`src/shared/sac_pkg.sv`:
```
// Shared constants for the sense amplifier calibration control block.
package sac_pkg;
    // Register byte addresses.
    localparam logic [7:0] REG_CTRL   = 8'h00;
    localparam logic [7:0] REG_CAL    = 8'h04;
    localparam logic [7:0] REG_STATUS = 8'h08;
    localparam logic [7:0] REG_FAULT  = 8'h0C;
    localparam logic [7:0] REG_MASK   = 8'h10;
    localparam logic [7:0] REG_TRIM0  = 8'h14;
    // Control register fields.
    localparam int CTRL_GAIN_LSB = 0;
    localparam int CTRL_UNIDIR   = 2;
    localparam int CTRL_AUTO_EN  = 3;
    localparam int CTRL_FET      = 4;
    localparam int CTRL_LSREF    = 5;
    localparam int CTRL_W        = 6;
    // Status register fields.
    localparam int STAT_BUSY_LSB  = 0;
    localparam int STAT_READY_LSB = 3;
    localparam int STAT_GLOBAL    = 6;
    // Sizes.
    localparam int NUM_AMP = 3;
    localparam int FLT_W   = 8;
    localparam int TRIM_W  = 5;
    // Gain codes: 5, 10, 20 and 40 V/V.
    localparam logic [1:0] GAIN_5  = 2'h0;
    localparam logic [1:0] GAIN_40 = 2'h3;
    // Faults that the mask pin may switch off on the pin variant.
    localparam logic [FLT_W-1:0] FLT_MASKABLE = 8'hFC;
    // Trim routine length: 50 us at a 50 ns clock, rounded down.
    localparam int CLK_PERIOD_NS   = 50;
    localparam int AUTOCAL_TIME_NS = 50000;
    localparam int AUTOCAL_CYC     = AUTOCAL_TIME_NS / CLK_PERIOD_NS;
    localparam int STEP_CYC        = AUTOCAL_CYC / TRIM_W;
    // Trim engine states.
    typedef enum logic [0:0] {
        SAC_IDLE = 1'b0,
        SAC_TRIM = 1'b1
    } sac_state_t;
endpackage

```
`src/shared/sac_chan_if.sv`:
```
// Link between the control core and one amplifier trim engine.
`timescale 1ns/10ps
`default_nettype none
interface sac_chan_if;
    import sac_pkg::*;
    logic              start;  // One-cycle request to run the trim routine.
    logic              busy;   // High while the routine runs.
    logic              done;   // One-cycle pulse when the trim code is stored.
    logic [TRIM_W-1:0] trim;   // Stored trim code.
    modport ctrl (output start, input busy, done, trim);
    modport chan (input start, output busy, done, trim);
endinterface
`default_nettype wire

```
`src/rtl/sac_amp_chan.sv`:
```
// Per-amplifier automatic offset trim engine (successive approximation).
`timescale 1ns/10ps
`default_nettype none
module sac_amp_chan
    import sac_pkg::*;
(
    // Clock and reset.
    input  wire logic clk_i,
    input  wire logic resetn_i,
    // Comparator: amplifier output sits above its midpoint.
    input  wire logic offset_high_i,
    // Control link.
    sac_chan_if.chan  ch
);
    // ************************************************************
    // Trim state.
    // ************************************************************
    sac_state_t        state_reg;  // Engine state.
    logic [15:0]       step_reg;   // Cycles left in this bit step.
    logic [TRIM_W-1:0] trim_reg;   // Trim code under test, then stored.
    logic [TRIM_W-1:0] bit_reg;    // One-hot bit under test.
    logic              done_reg;   // Completion pulse.

    wire step_end = (step_reg == 16'h0001);

    // Each bit gets an equal share of the routine; code is kept when it ends.
    always_ff @(posedge clk_i) begin
        if (!resetn_i) begin
            state_reg <= SAC_IDLE;
            step_reg  <= 16'h0000;
            trim_reg  <= {1'b1, {(TRIM_W-1){1'b0}}};
            bit_reg   <= {1'b1, {(TRIM_W-1){1'b0}}};
            done_reg  <= 1'b0;
        end else begin
            done_reg <= 1'b0;
            case (state_reg)
                SAC_IDLE: begin
                    // A new start restarts the search from mid-scale.
                    if (ch.start) begin
                        state_reg <= SAC_TRIM;
                        step_reg  <= 16'(STEP_CYC);
                        trim_reg  <= {1'b1, {(TRIM_W-1){1'b0}}};
                        bit_reg   <= {1'b1, {(TRIM_W-1){1'b0}}};
                    end
                end
                SAC_TRIM: begin
                    if (!step_end) begin
                        step_reg <= step_reg - 16'h0001;
                    end else begin
                        // Drop the bit under test if the output still reads high.
                        trim_reg <= (offset_high_i ? (trim_reg & ~bit_reg) : trim_reg)
                                    | (bit_reg >> 1);
                        bit_reg  <= bit_reg >> 1;
                        step_reg <= 16'(STEP_CYC);
                        if (bit_reg[0]) begin
                            state_reg <= SAC_IDLE;  // Trim stored, amplifier released.
                            done_reg  <= 1'b1;
                        end
                    end
                end
                default: state_reg <= SAC_IDLE;
            endcase
        end
    end

    assign ch.busy = (state_reg == SAC_TRIM);
    assign ch.done = done_reg;
    assign ch.trim = trim_reg;

    // The routine finishes inside its 50 us budget.
    AST_TRIM_BOUND: assert property (@(posedge clk_i) disable iff (!resetn_i)
        $rose(ch.busy) |-> ##[1:1000] ch.done)
        else $error("Trim routine overran its time budget.");
endmodule // sac_amp_chan
`default_nettype wire

```
`src/rtl/sac_ctrl.sv`:
```
// Current sense amplifier gain, calibration and fault summary control.
`timescale 1ns/10ps
`default_nettype none
// Functional notes
// - Gain selects 5, 10, 20 or 40.
// - Divider removal bit selects unidirectional operation.
// - Own request bit calibrates only that amplifier.
// - Calibration requests accepted at any time.
// - Calibration pin shorts all three amplifiers.
// - Power-up trim starts on reference good.
// - Trim, store codes, then release amplifiers.
// - Trim runs bidirectional, then restores unidirectional.
// - Auto enabled: request bit reruns trim.
// - Trim forces maximum gain, then restores.
// - Drop sensing routes input to drain.
// - Drop sensing forces monitor reference negative.
// - Drop sensing enables amplifier after drive phase.
// - Low-side off in drop mode shorts inputs.
// - Fault sets own bit and summary.
// - Pin variant reports faults on line only.
// - Protections disableable by register or pin.
// - Open-drain error line low on fault.
module sac_ctrl
    import sac_pkg::*;
#(
    parameter int NA = NUM_AMP  // Number of amplifiers.
) (
    // Clock and reset.
    input  wire logic          clk_i,
    input  wire logic          resetn_i,
    // Register port.
    input  wire logic [7:0]    addr_i,
    input  wire logic [31:0]   wdata_i,
    input  wire logic          wr_i,
    input  wire logic          rd_i,
    output logic [31:0]        rdata_o,
    // Device pins and analog status.
    input  wire logic          pin_variant_i,
    input  wire logic          cal_pin_i,
    input  wire logic          protection_mask_pin_n_i,
    input  wire logic          vref_ok_i,
    input  wire logic [NA-1:0] offset_high_i,
    input  wire logic [NA-1:0] lowside_on_i,
    input  wire logic [NA-1:0] drive_phase_done_i,
    input  wire logic [FLT_W-1:0] fault_event_i,
    // Amplifier controls.
    output logic [1:0]         amp_gain_setting_o,
    output logic               unidirectional_o,
    output logic [NA-1:0]      amp_input_short_o,
    output logic [NA-1:0]      shunt_disconnect_o,
    output logic [NA-1:0]      amp_enable_o,
    output logic [NA*TRIM_W-1:0] amp_trim_o,
    output logic               fet_drop_sense_select_o,
    output logic               lowside_monitor_ref_sn_o,
    // Open-drain error line.
    output logic               error_line_low_o,
    output logic               error_line_low_oe_o
);
    // ************************************************************
    // Register storage.
    // ************************************************************
    logic [CTRL_W-1:0] ctrl_reg;      // Gain, mode and sensing controls.
    logic [NA-1:0]     cal_req_reg;   // amp_cal_request bits.
    logic [FLT_W-1:0]  fault_reg;     // Sticky fault bits.
    logic [FLT_W-1:0]  mask_reg;      // Per-fault disable bits.
    logic              pwr_pend_reg;  // Power-up trim still owed.
    logic [NA-1:0]     ready_reg;     // Amplifier trimmed and released.
    logic [NA-1:0]     fet_en_reg;    // Drop-sense enable after drive phase.
    logic [31:0]       rdata_reg;     // Read data, one cycle after the strobe.

    // Output registers.
    logic [1:0]    gain_reg;
    logic          unidir_reg;
    logic [NA-1:0] short_reg;
    logic [NA-1:0] disc_reg;
    logic [NA-1:0] en_reg;
    logic          fet_reg;
    logic          lsref_reg;
    logic          err_reg;

    // ************************************************************
    // Trim engines.
    // ************************************************************
    logic [NA-1:0] busy_w;   // Per-amplifier routine in progress.
    logic [NA-1:0] done_w;   // Per-amplifier completion pulse.
    logic [NA-1:0] start_w;  // Per-amplifier start request.

    // One engine per amplifier keeps their states apart.
    for (genvar g = 0; g < NA; g++) begin : g_amp
        sac_chan_if ch ();
        sac_amp_chan u_chan (
            .clk_i         (clk_i),
            .resetn_i      (resetn_i),
            .offset_high_i (offset_high_i[g]),
            .ch            (ch.chan)
        );
        assign ch.start  = start_w[g];
        assign busy_w[g] = ch.busy;
        assign done_w[g] = ch.done;
        assign amp_trim_o[g*TRIM_W +: TRIM_W] = ch.trim;
    end

    // ************************************************************
    // Decode.
    // ************************************************************
    // Address match for one register; the write strobes add wr_i.
    function automatic logic hit(input logic [7:0] a, input logic [7:0] r);
        return a == r;
    endfunction

    wire wr_ctrl  = wr_i && hit(addr_i, REG_CTRL);
    wire wr_cal   = wr_i && hit(addr_i, REG_CAL);
    wire wr_fault = wr_i && hit(addr_i, REG_FAULT);
    wire wr_mask  = wr_i && hit(addr_i, REG_MASK);

    wire [1:0] prog_gain = ctrl_reg[CTRL_GAIN_LSB +: 2];
    wire       auto_en   = ctrl_reg[CTRL_AUTO_EN];
    wire       fet_mode  = ctrl_reg[CTRL_FET] && !pin_variant_i;
    wire       any_busy  = |busy_w;

    // Power-up trim on all amplifiers once the reference is good.
    wire pwr_start = pwr_pend_reg && vref_ok_i;

    // With auto mode on, a newly set request bit reruns the trim.
    wire [NA-1:0] rt_start = (wr_cal && auto_en && !pin_variant_i)
                             ? (wdata_i[NA-1:0] & ~cal_req_reg) : '0;
    assign start_w = ({NA{pwr_start}} | rt_start) & ~busy_w;

    // Manual calibration only where auto mode is off.
    wire [NA-1:0] man_cal = (auto_en || pin_variant_i) ? '0 : cal_req_reg;

    // Drop-sense off phase shorts the inputs.
    wire [NA-1:0] fet_off = fet_mode ? ~lowside_on_i : '0;

    // The pin shorts every amplifier, on either variant.
    wire [NA-1:0] short_next = {NA{cal_pin_i}} | man_cal | busy_w | fet_off;
    wire [NA-1:0] disc_next  = {NA{cal_pin_i}} | man_cal | busy_w;

    // Disabled faults: register on the serial variant, pin otherwise.
    wire [FLT_W-1:0] flt_dis = pin_variant_i
                               ? (protection_mask_pin_n_i ? '0 : FLT_MASKABLE)
                               : mask_reg;
    wire [FLT_W-1:0] flt_live = fault_event_i & ~flt_dis;
    wire [FLT_W-1:0] flt_clr  = wr_fault ? wdata_i[FLT_W-1:0] : '0;

    // Summary is the OR of every individual bit.
    wire global_flt = |fault_reg;

    // Pin variant reports on the line only, from live faults.
    wire err_next = pin_variant_i ? |flt_live : (global_flt || |flt_live);

    // ************************************************************
    // Register writes and sticky state.
    // ************************************************************
    // Requests are taken regardless of bridge activity.
    always_ff @(posedge clk_i) begin
        if (!resetn_i) begin
            ctrl_reg    <= '0;
            cal_req_reg <= '0;
            mask_reg    <= '0;
        end else begin
            if (wr_ctrl) begin
                ctrl_reg <= wdata_i[CTRL_W-1:0];
            end
            if (wr_cal) begin
                cal_req_reg <= wdata_i[NA-1:0];
            end
            if (wr_mask) begin
                mask_reg <= wdata_i[FLT_W-1:0];
            end
        end
    end

    // A fault in the clearing cycle survives: set wins over clear.
    always_ff @(posedge clk_i) begin
        if (!resetn_i) begin
            fault_reg <= '0;
        end else if (pin_variant_i) begin
            fault_reg <= '0;
        end else begin
            fault_reg <= (fault_reg & ~flt_clr) | flt_live;
        end
    end

    // Trim completion releases each amplifier on its own.
    always_ff @(posedge clk_i) begin
        if (!resetn_i) begin
            pwr_pend_reg <= 1'b1;
            ready_reg    <= '0;
        end else begin
            if (pwr_start) begin
                pwr_pend_reg <= 1'b0;
            end
            ready_reg <= (ready_reg | done_w) & ~start_w;
        end
    end

    // Drop sense enables after the drive phase, drops at turn-off.
    always_ff @(posedge clk_i) begin
        if (!resetn_i) begin
            fet_en_reg <= '0;
        end else begin
            fet_en_reg <= lowside_on_i & (fet_en_reg | drive_phase_done_i);
        end
    end

    // ************************************************************
    // Registered outputs.
    // ************************************************************
    // Trim forces maximum gain and bidirectional mode on every amplifier.
    always_ff @(posedge clk_i) begin
        if (!resetn_i) begin
            gain_reg   <= GAIN_5;
            unidir_reg <= 1'b0;
            short_reg  <= '0;
            disc_reg   <= '0;
            en_reg     <= '0;
            fet_reg    <= 1'b0;
            lsref_reg  <= 1'b0;
            err_reg    <= 1'b0;
        end else begin
            gain_reg   <= any_busy ? GAIN_40 : prog_gain;
            unidir_reg <= ctrl_reg[CTRL_UNIDIR] && !any_busy
                          && !pin_variant_i;
            short_reg  <= short_next;
            disc_reg   <= disc_next;
            en_reg     <= ready_reg & ~busy_w & (fet_mode ? fet_en_reg : {NA{1'b1}});
            fet_reg    <= fet_mode;
            lsref_reg  <= fet_mode || ctrl_reg[CTRL_LSREF];
            err_reg    <= err_next;
        end
    end

    assign amp_gain_setting_o       = gain_reg;
    assign unidirectional_o         = unidir_reg;
    assign amp_input_short_o        = short_reg;
    assign shunt_disconnect_o       = disc_reg;
    assign amp_enable_o             = en_reg;
    assign fet_drop_sense_select_o  = fet_reg;
    assign lowside_monitor_ref_sn_o = lsref_reg;
    // Open drain: output held low, enable drives it while a fault stands.
    assign error_line_low_o         = 1'b0;
    assign error_line_low_oe_o      = err_reg;

    // ************************************************************
    // Read port.
    // ************************************************************
    logic [31:0] rdata_next;  // Read data before the output register.

    // Unmapped addresses and unused bits read as zero.
    always_comb begin
        logic [31:0] v;
        v = 32'h0000_0000;
        case (addr_i)
            REG_CTRL:   v[CTRL_W-1:0] = ctrl_reg;
            REG_CAL:    v[NA-1:0]     = cal_req_reg;
            REG_STATUS: begin
                v[STAT_BUSY_LSB  +: NA] = busy_w;
                v[STAT_READY_LSB +: NA] = ready_reg;
                v[STAT_GLOBAL]          = global_flt;
            end
            REG_FAULT:  v[FLT_W-1:0] = fault_reg;
            REG_MASK:   v[FLT_W-1:0] = mask_reg;
            default: begin
                for (int i = 0; i < NA; i++) begin
                    if (addr_i == REG_TRIM0 + 8'(4 * i)) begin
                        v[TRIM_W-1:0] = amp_trim_o[i*TRIM_W +: TRIM_W];
                    end
                end
            end
        endcase
        rdata_next = v;
    end

    always_ff @(posedge clk_i) begin
        if (!resetn_i) begin
            rdata_reg <= '0;
        end else begin
            rdata_reg <= rd_i ? rdata_next : 32'h0000_0000;
        end
    end
    assign rdata_o = rdata_reg;

    // ************************************************************
    // Checks.
    // ************************************************************
    AST_GAIN_MAX: assert property (@(posedge clk_i) disable iff (!resetn_i)
        any_busy |=> amp_gain_setting_o == GAIN_40)
        else $error("Gain not forced to maximum during trim.");
    AST_GAIN_PROG: assert property (@(posedge clk_i) disable iff (!resetn_i)
        (!any_busy && wr_ctrl) ##1 !any_busy |=>
        amp_gain_setting_o == $past(wdata_i[1:0], 2))
        else $error("Programmed gain not applied.");
    AST_BIDIR_TRIM: assert property (@(posedge clk_i) disable iff (!resetn_i)
        any_busy |=> !unidirectional_o)
        else $error("Unidirectional mode held during trim.");
    AST_UNIDIR: assert property (@(posedge clk_i) disable iff (!resetn_i)
        (!any_busy && !pin_variant_i && ctrl_reg[CTRL_UNIDIR]) |=> unidirectional_o)
        else $error("Divider removal did not select unidirectional mode.");
    AST_PIN_CAL: assert property (@(posedge clk_i) disable iff (!resetn_i)
        cal_pin_i |=> (&amp_input_short_o) && (&shunt_disconnect_o))
        else $error("Calibration pin did not short every amplifier.");
    AST_LSREF: assert property (@(posedge clk_i) disable iff (!resetn_i)
        fet_mode |=> lowside_monitor_ref_sn_o && fet_drop_sense_select_o)
        else $error("Drop sensing did not force the monitor reference.");
    AST_FET_EN: assert property (@(posedge clk_i) disable iff (!resetn_i)
        (fet_mode && !fet_en_reg[0]) |=> !amp_enable_o[0])
        else $error("Amplifier enabled before the drive phase ended.");
    AST_ERR_LINE: assert property (@(posedge clk_i) disable iff (!resetn_i)
        (|flt_live) |=> error_line_low_oe_o [*1] ##0 (pin_variant_i || global_flt))
        else $error("Error line or summary bit missed a live fault.");
    AST_PWR_TRIM: assert property (@(posedge clk_i) disable iff (!resetn_i)
        pwr_start |=> &busy_w)
        else $error("Power-up trim did not start on reference good.");
endmodule // sac_ctrl
`default_nettype wire

```
`config.mk`:
```
export PLATFORM = sky130hd
export DESIGN_NAME = sac_ctrl
export DESIGN_NICKNAME = d
export VERILOG_FILES = /design/src/shared/sac_pkg.sv /design/src/shared/sac_chan_if.sv /design/src/rtl/sac_amp_chan.sv /design/src/rtl/sac_ctrl.sv
export SDC_FILE = /design/constraint.sdc
export NUM_CORES = 1
export LEC_CHECK = 0
export BUFFER_PORTS_ARGS = -buffer_cell sky130_fd_sc_hd__clkbuf_2
export CAP_MARGIN = 20
export CELL_PAD_IN_SITES_DETAIL_PLACEMENT = 1
export CELL_PAD_IN_SITES_GLOBAL_PLACEMENT = 1
export CORE_MARGIN = 3
export CORE_UTILIZATION = 35
export CTS_CLUSTER_SIZE = 10
export DETAILED_ROUTE_END_ITERATION = 8
export GPL_TIMING_DRIVEN = 0
export PLACE_DENSITY_LB_ADDON = 0.15
export SKIP_LAST_GASP = 1
export SLEW_MARGIN = 20
export SYNTH_ARGS = -nofsm -noshare
export SYNTH_HDL_FRONTEND = slang
export SYNTH_HIERARCHICAL = 1
export SYNTH_SLANG_ARGS = --single-unit
export TNS_END_PERCENT = 100
```
`constraint.sdc`:
```
create_clock -name clk_i -period 6.7 [get_ports clk_i]
set_clock_uncertainty 0.15 [all_clocks]
set_input_delay 1.34 -clock clk_i [delete_from_list [all_inputs] [get_ports clk_i]]
set_output_delay 1.34 -clock clk_i [all_outputs]
set_load 0.02 [all_outputs]
```
-- Word-level counts from Yosys, hierarchy flattened
Index checks and enable logic that the tools add are counted.
- $add $sub $neg: 3
- equality and inequality tests: 16
- muxes and demuxes: 59
- bitwise gates (word level): 34
- reductions and logical operators: 27
- operators with widths (cell ; count):
    16-bit two-way mux ; 6
    16-bit one-hot mux with 2 select lines ; 3
    5-bit two-way mux ; 15
    5-bit one-hot mux with 2 select lines ; 6
    16-bit by 1-bit == test with 1-bit output, second input constant ; 3
    16-bit by 1-bit subtractor with 16-bit output, second input constant ; 3
    8-bit by 5-bit == test with 1-bit output, second input constant ; 4
    8-bit two-way mux ; 3
    3-bit bitwise AND ; 6
    3-bit bitwise OR ; 6
    8-bit bitwise AND ; 2
    8-bit by 4-bit == test with 1-bit output, second input constant ; 2
    8-bit inverter ; 2
    8-bit OR reduction ; 2
    5-bit bitwise AND ; 3
    5-bit inverter ; 3
    5-bit by 4-bit bitwise OR with 5-bit output ; 3
    3-bit one-hot mux with 5 select lines ; 1
    1-bit two-way mux ; 13
    3-bit two-way mux ; 4
    2-bit != test, second input constant ; 6
    3-bit inverter ; 4
    1-bit logical AND ; 10
    2-bit one-hot mux with 5 select lines ; 1
    14 further kinds ; 28
- register bits after elaboration: 163
- bits of input ports: 65
- output and inout bits: 63
- word-level logic and storage cells: 171

-- Longest topological paths before layout
- depth after elaboration: 9
- mapped depth: 9
- mapped depth without buffers: 7

-- Cells and area by module
Netlist, hierarchy kept.
- by module, submodules not included (module ; times used ; cells an instance ; area each (sq um) ; sequential area each (sq um)):
    sac_amp_chan ; 3 ; 161 ; 1385.1 ; 560.5
    sac_ctrl ; 1 ; 307 ; 2646.3 ; 1101.1

-- Least setup slack after synthesis
Ideal clock, no wire load.
- path type: input to register
- from: input port addr_i[3]
- to: register g_amp[1].u_chan.step_reg[15]
- library setup time: 0.125 ns
- data arrival time: 3.029 ns
- data required time: 6.425 ns
- slack: 3.397 ns
- cell stages on the path: 7
- path buffers: 0
- cell sequence: or3b_1 -> or4b_1 -> o22ai_1 -> nor2_1 -> and2_1 -> o21ai_0 -> o41ai_1
- word-level cells in the longest chain between the ends: 8
- ends and longest elaborated chain (element ; RTL line ; RTL):
    from (decl) ; sac_ctrl.sv:32 ; input wire logic [7:0] addr_i,
    8-bit by 3-bit == test with 1-bit output ; sac_ctrl.sv:108 ; return a == r;
    1-bit logical AND ; sac_ctrl.sv:112 ; wire wr_cal = wr_i && hit(addr_i, REG_CAL);
    1-bit logical AND (2 in a row) ; sac_ctrl.sv:125 ; wire [NA-1:0] rt_start = (wr_cal && auto_en && !pin_variant_i)
    3-bit two-way mux ; sac_ctrl.sv:126 ; ? (wdata_i[NA-1:0] & ~cal_req_reg) : '0;
    3-bit bitwise OR ; sac_ctrl.sv:127 ; assign start_w = ({NA{pwr_start}} | rt_start) & ~busy_w;
    3-bit bitwise AND ; sac_ctrl.sv:127 ;
    named net start_w[1] ; sac_ctrl.sv:86 ; logic [NA-1:0] start_w;
    2-bit != test (no line) ; n/a ;
    to (signal assigned) ; sac_amp_chan.sv:41 ; step_reg <= 16'(STEP_CYC);
    to (signal assigned) ; sac_amp_chan.sv:48 ; step_reg <= step_reg - 16'h0001;
    to (signal assigned) ; sac_amp_chan.sv:54 ; step_reg <= 16'(STEP_CYC);
    to (decl) ; sac_amp_chan.sv:19 ; logic [15:0] step_reg;
The timed path passes the listed nets, and every way through them passes these cells.
A chain may end at the register's enable or synchronous reset.

-- Worst setup path after layout
- from: input port addr_i[1]
- to: register g_amp[2].u_chan.step_reg[15]
- word-level cells in the longest chain between the ends: 8
- ends and longest elaborated chain (element ; RTL line):
    8-bit by 3-bit == test with 1-bit output ; sac_ctrl.sv:108
    1-bit logical AND ; sac_ctrl.sv:112
    1-bit logical AND (2 in a row) ; sac_ctrl.sv:125
    3-bit two-way mux ; sac_ctrl.sv:126
    3-bit bitwise OR ; sac_ctrl.sv:127
    3-bit bitwise AND ; sac_ctrl.sv:127
    named net start_w[2] ; sac_ctrl.sv:86
    2-bit != test (no line) ; n/a
    to (signal assigned) ; sac_amp_chan.sv:41
    to (signal assigned) ; sac_amp_chan.sv:48
    to (signal assigned) ; sac_amp_chan.sv:54
    to (decl) ; sac_amp_chan.sv:19
The timed path passes the listed nets, and every way through them passes these cells.

==> results.md <==
* Outcome: completed
* Vias at 6349
* DRC at 0
* Sequential-to-total area share from yosys stat at ~41%
* Hold Crit Class: reg -> reg
* Die H at 145.4 µm
* Initial Utilization at 36.00%
* Global Route Usage Sum at 19.96%
* Largest net degree at the start of global routing at 20
* Clock transition at path regs at 0.06 ns
* Setup crit end kind: flip-flop
* Pre-CTS setup slack at 2.564 ns
* Type of the worst setup path: in -> reg
* Area occupied by multi-input gates at between 0.003 and 0.004 mm²
* Delay-heaviest family, CP: simple AND/OR/NAND/NOR gates
* Buf/Inv on CP at 1
* Netlist cell types at 60
* Die area at 0.02114 mm²
* First-pass GRT wire length at 34840 µm
* Pwr dens at 293.9 mW/mm²
* Core ar. at 0.01889 mm²
* Max-cap viol count at 0
* Syn-to-layout area delta at 21.58%
* Count of port buffers added during placement at 77
* CTS tree: done
* Post-Synth Adder-Cell Area at 1.104%
* 1st-pass router iterations at 4
* CTS Sinks at about 140
* Crit start category: input pin
* Critical Path RT at 6.84 ns
* Core Util, Final at approximately 44%
* Routed WL at 21250 µm
* Vias in the first global route at 6715
* CP arrival at 3.91 ns
* Total CTS buffers at 17
* Longest Clk Path Bufs at 2
* Post-Synth XOR/XNOR Area at less than 1%
* Post-CTS Resized at 0
* Number of top-level pins at ~130
* Hold_buf cts at 0
* RSZ-0062 raised after global routing: false
* Via-per-instance ratio at 5.367
* YS warnings at 6
* Synth Instances at 790
* Max reg flops at 48
* Fin crit period at ~3.8 ns
* Final setup viols at 0
* Lkg Pwr at 0.003401 µW
* Setup tns final at 0 ns
* Total grt overflow at 0
* Setup WS post-layout at about 3 ns
* Complex-gate fraction of the synthesized area at 21.87%
* Final Hold Fails at 0
* FMAX at 0.2656 GHz
* Ant. Diodes at 0
* Antenna violations before repair at 0
* Least-Margin Pin Slew at roughly 0.74 ns
* Most used DFF post-synth: dfxtp_1
* Setup Fix Bufs, Post-CTS at 0
* Final worst path period share at 56.19%
* Row cnt at 50
* Synthesized area at 0.006802 mm²
* Max_slew headroom at 50.26%
* Htree depth at 4
* Clock root cell: clkbuf_16
* FF+latch count, synth at 139
* Critical Path Max Stage Delay at 0.56 ns
* Layout cell share with drive strength beyond 1 at 20.26%
* Maximum vdd drop at between 150 and 200 µV
* Number of synthesized flops with an enable pin at 0
* Skew-Pair Late Insertion Delay at 0.42 ns
* Main combinational cell family by area after synthesis: simple AND/OR/NAND/NOR gates
* Fill cells at about 2300
* Final nets at 981
* Remaining antenna violation count after routing at 0
* Post-DP HPWL at 16070 µm
* Avg Inst Size Synth at between 8 and 9 µm²
* CP cell instances: clkbuf_2 -> nor3_1 -> nand4_2 -> o22ai_1 -> nor2_1 -> and2_1 -> o21ai_0 -> o41ai_1
* WL/cell at between 15 and 20 µm
* Starting DRC count in detailed routing at ~260
* Crit Path Max Fanout at 10
* Die Width at 145.4 µm
* Sequential Area at approximately 0.0028 mm²
* Simple-gate share of the synthesized area at a little over a quarter
* Mux share of post-synthesis cell area at 3.201%
* Final Max Slew Viols at 0
* Post-synth ARST share at 0%
* Max stage delay cell, worst path: nor3_1
* Placer Congestion at 0.8513
worst reg2reg max path, delay by kind of cell (launching register included):
kind               cells  cell delay (ns)
and+or+nand+nor        4             1.53
AOI/OAI and AO/OA      3             0.75
DFF                    1             0.41
cells in the mapped netlist (5+ instances only):
cell	instances	area, µm²
buf_6	6	67.56
o211a_1	9	90.09
nand2b_1	15	93.84
a21boi_0	5	37.54
o22ai_1	18	112.6
a22oi_1	6	45.04
mux2i_1	15	150.1
nand3_1	20	100.1
and2_1	14	87.58
dfxtp_1	139	2783
clkbuf_1	14	52.55
nor3_1	39	195.2
nand2_1	110	412.9
mux2_2	6	67.56
nor4_1	8	50.05
ha_1	6	75.07
a31oi_1	19	118.9
o21a_1	8	60.06
and4_1	6	52.55
o21ai_0	68	340.3
nand3b_1	6	45.04
nor4_4	7	148.9
a211oi_1	15	112.6
o21ai_1	6	30.03
or3_1	7	43.79
inv_1	19	71.32
o22a_1	6	52.55
a21oi_1	30	150.1
nor2_1	44	165.2
and3_1	9	56.30
nor2b_1	7	43.79
a21o_1	6	45.04
buf_4	26	195.2
cells by family after synthesis:
kind of cell | count (synthesis)
adder cells (fa/ha/maj) | 6
multiplexers | 21
other | 1
AND/OR/NAND/NOR | 325
XOR/XNOR | 3
buffers and inverters | 68
flip-flops | 139
AO/OA/AOI/OAI | 227
worst paths after layout:
| path | start | endpoint | slack, ns | cells after the start |
|---|---|---|---|---|
| setup / recovery | addr_i[1] | g_amp[2].u_chan/step_reg[15]$_SDFFE_PN0P_ | 2.94 | 8 |
| hold / removal | ctrl_reg[2]$_SDFFE_PN0P_ | unidirectional_o$_SDFF_PN0_ | 0.31 | 2 |
| setup reg to reg | ctrl_reg[3]$_SDFFE_PN0P_ | g_amp[2].u_chan/step_reg[15]$_SDFFE_PN0P_ | 3.73 | 7 |
| hold reg to reg | ctrl_reg[2]$_SDFFE_PN0P_ | unidirectional_o$_SDFF_PN0_ | 0.31 | 2 |
report_power, final:
group / total, µW / internal, µW / switching (µW) / leakage (µW)
Sequential: 952 / 877 / 74.9 / 0.00113
Combinational: 411 / 158 / 253 / 0.00195
Clock: 1070 / 684 / 383 / 0.000320
Total: 2430 / 1720 / 711 / 0.00340
placed cells by master (no fill, tap or decap), types with 20 or more instances in the layout:
| cell type | netlist | layout |
|---|---|---|
| nor3_1 | 39 | 39 |
| dfxtp_1 | 139 | 139 |
| nor2_1 | 44 | 44 |
| clkbuf_2 | 0 | 77 |
| o21ai_0 | 68 | 68 |
| nand3_1 | 20 | 20 |
| nand2_1 | 110 | 110 |
| a21oi_1 | 30 | 30 |
| conb_1 | 1 | 25 |
| buf_4 | 26 | 26 |
metrics by stage:
stage,hold slack [ns],total power [µW],instance area (µm²),std cells
after detailed placement,0.3066,1374,7602,1151
after floorplan,0.2716,1250,6892,814
after global routing,0.3268,2549,8269,1183
final,0.3070,2430,8269,1183
after global placement,0.3030,1354,7602,1151
after CTS,0.3111,2453,8269,1183
area by class of cell:
cell class / count / share of cell area [%]
plain buffers: 49 / 3.995
clock buffers: 19 / 5.477
clock inverters: 13 / 2.587
inverters: 19 / 0.8625
multi-input cells: 607 / 44.83
flip-flops and latches: 139 / 33.65
well taps: 260 / 3.934
repair buffers: 77 / 4.660
metal layers:
layer  GRT usage (%)  up-vias  part of all wire, %
met5               0        -                    0
li1                -     3093                    -
met4           5.935        0                 0.79
met2           33.84      127                   48
met3           3.737       14                  3.9
met1           25.99     3115                   47
Note: power is estimated with default switching activity, not from simulation.
